File: src/rtl/synth_modem_consts.vh
`ifndef SYNTH_MODEM_CONSTS_VH
`define SYNTH_MODEM_CONSTS_VH

// Register offsets on the register port
`define ADDR_W              6
`define OFF_IF_CARRIER_WORD_CTRL    6'h0b
`define OFF_SYNTH_OFFSET    6'h0c
`define OFF_CARRIER_HIGH    6'h0d
`define OFF_CARRIER_MID     6'h0e
`define OFF_CARRIER_LOW     6'h0f
`define OFF_BW_RATE_EXP     6'h10
`define OFF_RATE_MANTISSA   6'h11
`define REG_FIRST           6'h0b
`define REG_COUNT           7

// Register indices relative to the first offset
`define IDX_IF_CARRIER_WORD_CTRL    3'h0
`define IDX_SYNTH_OFFSET    3'h1
`define IDX_CARRIER_HIGH    3'h2
`define IDX_CARRIER_MID     3'h3
`define IDX_CARRIER_LOW     3'h4
`define IDX_BW_RATE_EXP     3'h5
`define IDX_RATE_MANTISSA   3'h6

// Reset values
`define RST_IF_CARRIER_WORD_CTRL    8'h0f
`define RST_SYNTH_OFFSET    8'h00
`define RST_CARRIER_HIGH    8'h1e
`define RST_CARRIER_MID     8'hc4
`define RST_CARRIER_LOW     8'hec
`define RST_BW_RATE_EXP     8'h8c
`define RST_RATE_MANTISSA   8'h22

// Writable bit masks; cleared bits are read-only zero
`define WMASK_IF_CARRIER_WORD_CTRL  8'h3f
`define WMASK_CARRIER_HIGH  8'h3f
`define WMASK_FULL          8'hff

// Field positions
`define IF_SEL_HI           4
`define IF_SEL_LO           0
`define IF_RSVD_BIT         5
`define BW_EXP_HI           7
`define BW_EXP_LO           6
`define BW_MANT_HI          5
`define BW_MANT_LO          4
`define RATE_EXP_HI         3
`define RATE_EXP_LO         0

// Arithmetic constants: widths, shifts to the f_xosc / 2^16 carrier step, rate and bandwidth terms
`define SYNTH_W             26
`define OFFSET_SHIFT        2
`define IF_SHIFT            6
`define MANT_HIDDEN_ONE     9'h100
`define BW_BASE             3'h4
`define BW_PRESCALE_SHIFT   3
`define DEC_W               9
`define RATE_W              24

`endif

File: src/rtl/synth_modem_config_regs.v
// Overview of operation
// - IF select is 5 bits, IF = f_xosc/1024 times it, reset value 15.
// - In receive the IF is taken off the base and drives the mixer.
// - The 8-bit signed offset, in f_xosc/16384 steps, adds to the base.
// - The top two bits of the 24-bit carrier word are read-only zero.
// - The base frequency is the 3-byte carrier word times f_xosc/65536.
// - Bandwidth fields set the decimation 8*(4+mantissa)*2^exponent.
// - The rate exponent is the low nibble of 0x10 and resets to 12.
// - The rate mantissa has a hidden leading one over a 4-bit exponent.
// - The data rate is (256+mantissa)*2^exponent/2^28 times f_xosc.
// - IF bit 5 is reserved storage, reset 0, written only as advised.
`timescale 1ns/1ps
`include "synth_modem_consts.vh"

module synth_modem_config_regs (
    input  wire                  mclk,
    input  wire                  rst_n,
    input  wire [`ADDR_W-1:0]    reg_addr,
    input  wire [7:0]            reg_wdata,
    input  wire                  reg_wr,
    input  wire                  reg_rd,
    input  wire                  rx_active,
    output reg  [7:0]            reg_rdata_q,
    output reg  [`SYNTH_W-1:0]   synth_carrier_word_word_q,
    output reg  [4:0]            mixer_if_sel_q,
    output reg                   if_reserved_q,
    output reg  [`DEC_W-1:0]     decimation_q,
    output reg  [1:0]            bandwidth_exponent_q,
    output reg  [1:0]            bandwidth_mantissa_q,
    output reg  [`RATE_W-1:0]    rate_step_q,
    output reg  [3:0]            symbol_rate_exponent_q
);

    // Index of an offset inside the bank
    function [2:0] reg_index;
        input [`ADDR_W-1:0] addr;
        reg   [`ADDR_W-1:0] diff;
        begin
            diff = addr - `REG_FIRST;
            reg_index = diff[2:0];
        end
    endfunction

    // Offset falls inside this bank
    function in_bank;
        input [`ADDR_W-1:0] addr;
        begin
            in_bank = (addr >= `OFF_IF_CARRIER_WORD_CTRL) &&
                      (addr <= `OFF_RATE_MANTISSA);
        end
    endfunction

    function [7:0] reset_of;
        input integer idx;
        begin
            case (idx)
                `IDX_IF_CARRIER_WORD_CTRL: reset_of = `RST_IF_CARRIER_WORD_CTRL;
                `IDX_SYNTH_OFFSET: reset_of = `RST_SYNTH_OFFSET;
                `IDX_CARRIER_HIGH: reset_of = `RST_CARRIER_HIGH;
                `IDX_CARRIER_MID:  reset_of = `RST_CARRIER_MID;
                `IDX_CARRIER_LOW:  reset_of = `RST_CARRIER_LOW;
                `IDX_BW_RATE_EXP:  reset_of = `RST_BW_RATE_EXP;
                default:           reset_of = `RST_RATE_MANTISSA;
            endcase
        end
    endfunction

    function [7:0] wmask_of;
        input integer idx;
        begin
            case (idx)
                `IDX_IF_CARRIER_WORD_CTRL: wmask_of = `WMASK_IF_CARRIER_WORD_CTRL;
                `IDX_SYNTH_OFFSET: wmask_of = `WMASK_FULL;
                `IDX_CARRIER_HIGH: wmask_of = `WMASK_CARRIER_HIGH;
                `IDX_CARRIER_MID:  wmask_of = `WMASK_FULL;
                `IDX_CARRIER_LOW:  wmask_of = `WMASK_FULL;
                `IDX_BW_RATE_EXP:  wmask_of = `WMASK_FULL;
                default:           wmask_of = `WMASK_FULL;
            endcase
        end
    endfunction

    wire [7:0]  reg_val [0:`REG_COUNT-1];
    wire [2:0]  wr_idx;
    wire        wr_hit;

    assign wr_idx = reg_index(reg_addr);
    assign wr_hit = reg_wr && in_bank(reg_addr);

    genvar gi;
    generate
        for (gi = 0; gi < `REG_COUNT; gi = gi + 1) begin : g_bank
            cfg_byte #(
                .RESET_VAL (reset_of(gi)),
                .WMASK     (wmask_of(gi))
            ) u_byte (
                .mclk    (mclk),
                .rst_n   (rst_n),
                .wr_en   (wr_hit && (wr_idx == gi)),
                .wdata   (reg_wdata),
                .value_q (reg_val[gi])
            );
        end
    endgenerate

    wire [7:0] if_ctrl  = reg_val[`IDX_IF_CARRIER_WORD_CTRL];
    wire [7:0] offset   = reg_val[`IDX_SYNTH_OFFSET];
    wire [7:0] bw_rate  = reg_val[`IDX_BW_RATE_EXP];
    wire [7:0] rate_man = reg_val[`IDX_RATE_MANTISSA];

    wire [23:0] carrier_word = {reg_val[`IDX_CARRIER_HIGH],
                                reg_val[`IDX_CARRIER_MID],
                                reg_val[`IDX_CARRIER_LOW]};

    wire [4:0] intermediate_carrier_word_sel = if_ctrl[`IF_SEL_HI:`IF_SEL_LO];

    // offset scaled by four to the carrier step
    wire [`SYNTH_W-1:0] offset_term =
        {{(`SYNTH_W-8-`OFFSET_SHIFT){offset[7]}}, offset,
         {`OFFSET_SHIFT{1'b0}}};

    // IF scaled by 64 to the carrier step
    wire [`SYNTH_W-1:0] if_term =
        {{(`SYNTH_W-5-`IF_SHIFT){1'b0}}, intermediate_carrier_word_sel,
         {`IF_SHIFT{1'b0}}};

    reg  [`SYNTH_W-1:0] synth_carrier_word_word_d;
    always @* begin
        synth_carrier_word_word_d = {2'b00, carrier_word} + offset_term;
        if (rx_active) begin
            synth_carrier_word_word_d = synth_carrier_word_word_d - if_term;
        end
    end

    wire [1:0]        bw_e = bw_rate[`BW_EXP_HI:`BW_EXP_LO];
    wire [1:0]        bw_m = bw_rate[`BW_MANT_HI:`BW_MANT_LO];
    wire [2:0]        bw_sum = `BW_BASE + {1'b0, bw_m};
    wire [`DEC_W-1:0] decimation_d =
        {{(`DEC_W-3){1'b0}}, bw_sum} << (`BW_PRESCALE_SHIFT + bw_e);

    // hidden one then shift by exponent
    wire [3:0]         rate_e = bw_rate[`RATE_EXP_HI:`RATE_EXP_LO];
    wire [8:0]         rate_full = `MANT_HIDDEN_ONE | {1'b0, rate_man};
    wire [`RATE_W-1:0] rate_step_d =
        {{(`RATE_W-9){1'b0}}, rate_full} << rate_e;

    reg [7:0] reg_rdata_d;
    always @* begin
        reg_rdata_d = reg_rdata_q;
        if (reg_rd) begin
            if (in_bank(reg_addr)) begin
                reg_rdata_d = reg_val[wr_idx];
            end else begin
                reg_rdata_d = 8'h00;
            end
        end
    end

    // Read data holds until the next read strobe
    always @(posedge mclk or negedge rst_n) begin
        if (!rst_n) begin
            reg_rdata_q <= 8'h00;
        end else begin
            reg_rdata_q <= reg_rdata_d;
        end
    end

    // Derived values are registered so consumers see a clean word
    // one cycle after a write instead of a ripple through the adder.
    // Carrier bytes land one at a time, so the word passes through
    // intermediate values; it wraps modulo 2^26.
    // synthesizer word
    always @(posedge mclk or negedge rst_n) begin
        if (!rst_n) begin
            synth_carrier_word_word_q <= {`SYNTH_W{1'b0}};
        end else begin
            synth_carrier_word_word_q <= synth_carrier_word_word_d;
        end
    end

    always @(posedge mclk or negedge rst_n) begin
        if (!rst_n) begin
            mixer_if_sel_q <= 5'h00;
            if_reserved_q  <= 1'b0;
        end else begin
            mixer_if_sel_q <= intermediate_carrier_word_sel;
            if_reserved_q  <= if_ctrl[`IF_RSVD_BIT];
        end
    end

    always @(posedge mclk or negedge rst_n) begin
        if (!rst_n) begin
            decimation_q         <= {`DEC_W{1'b0}};
            bandwidth_exponent_q <= 2'h0;
            bandwidth_mantissa_q <= 2'h0;
        end else begin
            decimation_q         <= decimation_d;
            bandwidth_exponent_q <= bw_e;
            bandwidth_mantissa_q <= bw_m;
        end
    end

    always @(posedge mclk or negedge rst_n) begin
        if (!rst_n) begin
            rate_step_q            <= {`RATE_W{1'b0}};
            symbol_rate_exponent_q <= 4'h0;
        end else begin
            rate_step_q            <= rate_step_d;
            symbol_rate_exponent_q <= rate_e;
        end
    end

endmodule

File: src/rtl/cfg_byte.v
`timescale 1ns/1ps
// One configuration byte with a per-bit write mask.
module cfg_byte #(
    parameter [7:0] RESET_VAL = 8'h00,
    parameter [7:0] WMASK     = 8'hff
) (
    input  wire       mclk,
    input  wire       rst_n,
    input  wire       wr_en,
    input  wire [7:0] wdata,
    output reg  [7:0] value_q
);

    wire [7:0] value_d;

    // Masked bits never change and stay zero
    assign value_d = wr_en ? ((wdata & WMASK) | (value_q & ~WMASK))
                           : value_q;

    always @(posedge mclk or negedge rst_n) begin
        if (!rst_n) begin
            value_q <= RESET_VAL & WMASK;
        end else begin
            value_q <= value_d;
        end
    end

endmodule

File: config.mk
export PLATFORM = sky130hd
export DESIGN_NAME = synth_modem_config_regs
export DESIGN_NICKNAME = d
export VERILOG_FILES = /design/src/rtl/synth_modem_config_regs.v /design/src/rtl/cfg_byte.v
export VERILOG_INCLUDE_DIRS = /design/src /design/src/rtl
export SDC_FILE = /design/constraint.sdc
export NUM_CORES = 1
export LEC_CHECK = 0
export ABC_AREA = 1
export BUFFER_PORTS_ARGS = -buffer_cell sky130_fd_sc_hd__buf_4
export CAP_MARGIN = 10
export CORE_UTILIZATION = 40
export CTS_BUF_LIST = sky130_fd_sc_hd__clkbuf_16
export DETAILED_ROUTE_END_ITERATION = 12
export GPL_ROUTABILITY_DRIVEN = 0
export HOLD_SLACK_MARGIN = 0.12
export SLEW_MARGIN = 30
export SYNTH_ARGS = -nofsm -noshare
export SYNTH_HDL_FRONTEND = slang
export SYNTH_SLANG_ARGS = --single-unit
File: constraint.sdc
create_clock -name mclk -period 3.5 [get_ports mclk]
set_clock_uncertainty 0.1 [all_clocks]
set_input_delay 0.175 -clock mclk [delete_from_list [all_inputs] [get_ports mclk]]
set_output_delay 0.175 -clock mclk [all_outputs]
set_load 0.005 [all_outputs]
# --- After elaboration in Yosys (flattened, before gate mapping) ---
# Cells that the tools add are included.
word_totals:
  ff_bits: 137
  latch_bits: 0
  ram_bits: 0
  romBits: 0
  in_bits: 19
  out_inout_bits: 81
  elab_cells: 50
  n_memories: 0
classes:
  add_sub_neg: 5
  multipliers: 0
  n_div: 0
  order_cmp: 3
  eq_ne: 6
  n_shift: 2
  mux: 5
  n_bitwise: 3
  reduce_logical: 10
op_table:
  columns: ["op", "count"]
  rows:
  - ["$add A25 B10 Y26", 1]
  - ["$mux W26", 1]
  - ["$sub A26 B11 Y26", 1]
  - ["$bmux W8 S3", 1]
  - ["$mux W8", 3]
  - ["$shl A9 B4 Y24", 1]
  - ["$or A6 B8 Y8", 2]
  - ["$eq A3 B3 Y1 const B", 3]
  - ["$logic_and A1 B1 Y1", 9]
  - ["$shl A3 B3 Y9", 1]
  - ["$eq A3 B2 Y1 const B", 2]
  - ["$ge A6 B4 Y1 const B", 1]
  - ["$le A6 B5 Y1 const B", 1]
  - ["$ge A4 B4 Y1 const B", 1]
  - ["$not A3 Y4", 1]
  - ["$add A2 B2 Y3 const A", 1]
  - ["$add A3 B2 Y3 const A", 1]
  - ["$eq A3 B1 Y1 const B", 1]
  - ["$logic_not A3 Y1", 1]
  - ["$sub A3 B2 Y3 const B", 1]

# --- Depth between registers and ports, before layout ---
logic_depth:
  ltp_word: 6
  mapped_depth: 20
  mapped_depth_nobuf: 20

# --- Modules after synthesis ---
# A second synthesis with hierarchy kept.
hier_totals:
  cells_unflattened: 1000
  hier_area_um2: 7609.8
by_module_without_submodules:
  columns: ["mod", "instances", "cells_per_inst", "area_each_um2", "seq_area_each_um2"]
  rows:
  - ["synth_modem_config_regs", 1, 774, 5576.6, 2026.9]
  - ["cfg_byte (g_bank[3].u_byte ...)", 2, 34, 309.0, 203.9]
  - ["cfg_byte (g_bank[0].u_byte ...)", 2, 28, 245.2, 155.1]
  - ["cfg_byte (g_bank[4].u_byte)", 1, 34, 311.5, 206.4]
  - ["cfg_byte (g_bank[6].u_byte)", 1, 34, 307.8, 202.7]
  - ["cfg_byte (g_bank[1].u_byte)", 1, 34, 305.3, 200.2]

# --- Worst setup path before layout ---
# Ideal clock, no wire load.
synth_timing:
  kind: "reg2reg"
  from: "register g_bank[4].u_byte.value_q[2]"
  to: "register synth_carrier_word_word_q[22]"
  setup_time_ns: 0.117
  arrival_time_ns: 2.996
  required_time_ns: 3.283
  path_slack_ns: 0.287
  stages_incl_launch_ff: 19
  n_path_buf: 0
  period_less_slack_ns: 3.213
  cell_sequence: "dfstp_2 > ha_1 > fa_1 > nand2_1 > a21oi_1 > xnor2_1 > ha_1 > inv_1 > fa_1 > a21oi_1 > o21bai_1 > nand2_1 > nand2_1 > nor2_1 > nand2_2 > nor3_1 > nand2_1 > nand2_1 > nand2_1"
synth_between:
  elab_chain_cells: 3
synth_rtl:
  columns: ["element", "line", "rtl"]
  rows:
  - ["from (decl)", "cfg_byte.v:11", "output reg [7:0] value_q"]
  - ["from (signal assigned)", "cfg_byte.v:22", "value_q <= RESET_VAL & WMASK;"]
  - ["from (signal assigned)", "cfg_byte.v:24", "value_q <= value_d;"]
  - ["$add A25 B10 Y26 *", "synth_modem_config_regs.v:129", "synth_carrier_word_word_d = {2'b00, carrier_word} + offset_term;"]
  - ["$sub A26 B11 Y26", "synth_modem_config_regs.v:131", "synth_carrier_word_word_d = synth_carrier_word_word_d - if_term;"]
  - ["$mux W26 *", "synth_modem_config_regs.v:130", "if (rx_active) begin"]
  - ["via synth_carrier_word_word_d[22]", "synth_modem_config_regs.v:127", "reg [`SYNTH_W-1:0] synth_carrier_word_word_d;"]
  - ["to (signal assigned)", "synth_modem_config_regs.v:175", "synth_carrier_word_word_q <= {`SYNTH_W{1'b0}};"]
  - ["to (signal assigned)", "synth_modem_config_regs.v:177", "synth_carrier_word_word_q <= synth_carrier_word_word_d;"]
  - ["to (decl)", "synth_modem_config_regs.v:24", "output reg [`SYNTH_W-1:0] synth_carrier_word_word_q,"]
# The timed path passes the listed nets; every way through them passes the cells marked *.
# A chain may end at the register's enable or synchronous reset.

# --- Worst setup path after layout ---
layout_timing:
  from: "register g_bank[4].u_byte.value_q[6]"
  to: "register synth_carrier_word_word_q[24]"
# Same word-level chain as after synthesis.

==> metrics.txt <==
outcome completed; syn nets between 1000 and 1500; area added between synthesis and finish 25.0%; Worst-Margin Slew 0.642 ns; DP HPWL between 10000 and 15000 um; peak supply drop about 430 uV; Seq/Total Area, Yosys 0.454; vias in the first global route about 6000; Root Buffer clkbuf_16; # rows 49; fmax about 0.3 GHz; Post-Synth XOR/XNOR Area 0.0213; first-pass GRT wire length roughly 32000 um; top fanout value on the critical path 4; largest net degree at the start of global routing 71; initial antenna violation count 0; Worst Hold Class in -> reg; Yosys reg bits between 100 and 150; final hold viol count 0; Max Slew Vio Count 0; Distinct cells, synth 38; main combinational cell family by area after synthesis simple AND/OR/NAND/NOR gates; Antenna Nets Post-Route 0; final hold slack 0.125 ns; Rel. slew slack 0.571; worst skew pair latency about 0.43 ns; drt pass-1 iters 6; hold depth 3; R2R cell count 16; wirelength, routed approximately 20000 um; mean post-synth cell area around 7.6 um2; initial core utilization 0.410; post-synthesis async set-or-reset flop share 1.00; beginning of the worst hold path reg_wdata[4]; FF-to-FF setup slack 0.21 ns; mux cell area share after synthesis 0.00135; DP Area 8400 um2; post-synthesis adder-cell area fraction 0.0647; Final period util 0.939; Worst R2R Start g_bank[4].u_byte.value_q[6]; Synth Area in Simple Gates 0.252; reg-to-reg critical path endpoint synth_carrier_word_word_q[24]; Crit path largest cell delay 0.56 ns; Synth Instances ~1000; Port Buffers roughly 100; Avg WL per Cell roughly 15 um; H-Tree Depth 4; vias about 6600; Horiz. Die Dim 138 um; DR iter-0 viols roughly 450; synth top area cells dfrtp_1 (38%), nand2_1 (15%), dfstp_2 (7.5%); GRT Residual Overflow 0; core box area around 18000 um2; cell mode on critical path nand2_1; Crit Path Category reg -> reg; Min-Delay Endpoint g_bank[5].u_byte.value_q[4]; fin crit period ~3.3 ns; mean number of vias per cell a little under 5; # nets final ~1100; Worst Path Required ~3.7 ns; Synth Area in Compound Gates 0.119; share of layout cells above drive strength 1 0.179; CP max stage cell dfstp_2; CP endpoint kind register; most common flop cell mapped by yosys dfrtp_1; Max-Cap Viols 0; Crit path max-delay family simple AND/OR/NAND/NOR gates; post-synth top area share 0.379; Cell Chain, Critical Path ha_2, nand2_1, inv_1, nand2_1, nand3_1, xor2_2, fa_1, a21oi_1, o21bai_1, nand2_1, nand2_1, nor2_2, nand2_2, nor2_4, nand3_1, o21ai_1; CTS tree yes; cell taking the most area after synthesis dfrtp_1; Reg clk slew, reported paths 0.06 ns; n_diodes 0; pwr/cell area ~600 nW/um2; # IOs 100; Num CTS Buffers 17; post-route cell area 9240 um2; crit path launch type register; Post-synth EDFFs 0; maximum clock path buffer count 2; Synth Warn # 0; CP Buf/Inv Count 1; final setup vio count 0; die area roughly 19000 um2; Leak about 4.8 nW; Die H around 140 um; Data arrival, critical path 3.53 ns; DRC 0; Tot GR Track Use 0.222; Clock Sinks between 100 and 150; synthesized area about 7400 um2
==> logic make-up after synthesis <==
kind of cell,after synthesis
AOI/OAI and AO/OA,161
adders and majority gates,37
muxes,1
buffers and inverters,171
DFF,133
xor gates and xnor gates,18
and+or+nand+nor,454
==> worst min-delay path, delay by kind of cell <==
family / cells / cell delay [ns]
buffers and inverters: 2 / 0.25
AO/OA/AOI/OAI: 1 / 0.20
==> worst max-delay path by stage <==
stage	cells past startpoint	to	startpoint	slack, ns
after floorplan	18	synth_carrier_word_word_q[22]	g_bank[4].u_byte.value_q[2]	0.29
after global placement	18	synth_carrier_word_word_q[22]	g_bank[4].u_byte.value_q[2]	0.15
after detailed placement	17	synth_carrier_word_word_q[24]	g_bank[4].u_byte.value_q[2]	0.08
after CTS	17	synth_carrier_word_word_q[24]	g_bank[4].u_byte.value_q[2]	0.07
after global routing	18	synth_carrier_word_word_q[21]	g_bank[1].u_byte.value_q[0]	-0.05
final	16	synth_carrier_word_word_q[24]	g_bank[4].u_byte.value_q[6]	0.21
==> synthesized netlist by cell type, types with 5 or more instances <==
cell	n
a21oi_1	30
buf_2	6
clkbuf_1	18
dfrtp_1	112
dfstp_2	21
ha_1	35
inv_1	142
nand2_1	297
nand3_1	52
nand4_1	13
nor2_1	71
nor3_1	10
o21ai_0	104
xnor2_1	5
xor2_1	13
==> where the power goes <==
part / total (mW) / leakage, nW / switching, mW / internal (mW)
clock: 1.80 / 0.283 / 0.732 / 1.06
sequential: 2.01 / 1.71 / 0.173 / 1.84
combinational: 1.66 / 2.80 / 0.958 / 0.705
==> repair_timing <==
item,CTS,global route
gates resized for setup,0,22
hold endpoints to repair,159,0
hold buffers,11,0
endpoints found under the setup margin,0,12
buffers inserted,0,5
==> through the flow <==
step                      total power [mW]  utilization  cells  setup TNS [ns]  setup slack (ns)
after floorplan                       2.93            -    975               0             0.287
after global placement                3.55        0.466   1286               0             0.151
after detailed placement              3.58        0.466   1286               0            0.0759
after CTS                             5.41        0.505   1329               0            0.0706
after global routing                  5.81        0.513   1334          -0.108           -0.0495
final                                 5.47        0.513   1334               0             0.214
==> placed cells by master (no fill, tap or decap), drive strengths merged, types with 4 or more instances in the layout <==
master	n
inv	150
nand4	13
dfrtp	112
nor2	75
o32ai	4
dfstp	21
xnor2	5
nand2	299
xor2	13
clkbuf	17
nor3	10
nand3	52
ha	35
o21ai	106
o22ai	4
dlygate4sd3	10
a31oi	4
clkinv	6
buf	114
a21oi	30
==> cell type report <==
class                   instances  area [um2]
fillers                      1772        8790
flip-flops and latches        133        3350
multi-input cells             671        3500
clock buffers                  17         425
clock inverters                15         164
well taps                     229         287
inverters                     145         544
repair buffers                124         966
==> layer usage <==
metal	GRT usage	up-vias	wire, um
met5	0	-	0
li1	-	3351	-
met3	0.0446	20	1260
met2	0.337	190	9010
met1	0.318	3069	9440
met4	0.0646	0	274
==> sequential cells by signal, summed over array words and instances (netlist names) <==
name	count
mixer_if_sel_q	5
g_bank.u_byte.value_q	52
synth_carrier_word_word_q	26
symbol_rate_exponent_q	4
bandwidth_exponent_q	2
if_reserved_q	1
bandwidth_mantissa_q	2
reg_rdata_q	8
rate_step_q	24
decimation_q	9
Power figures use the tool's default switching activity.
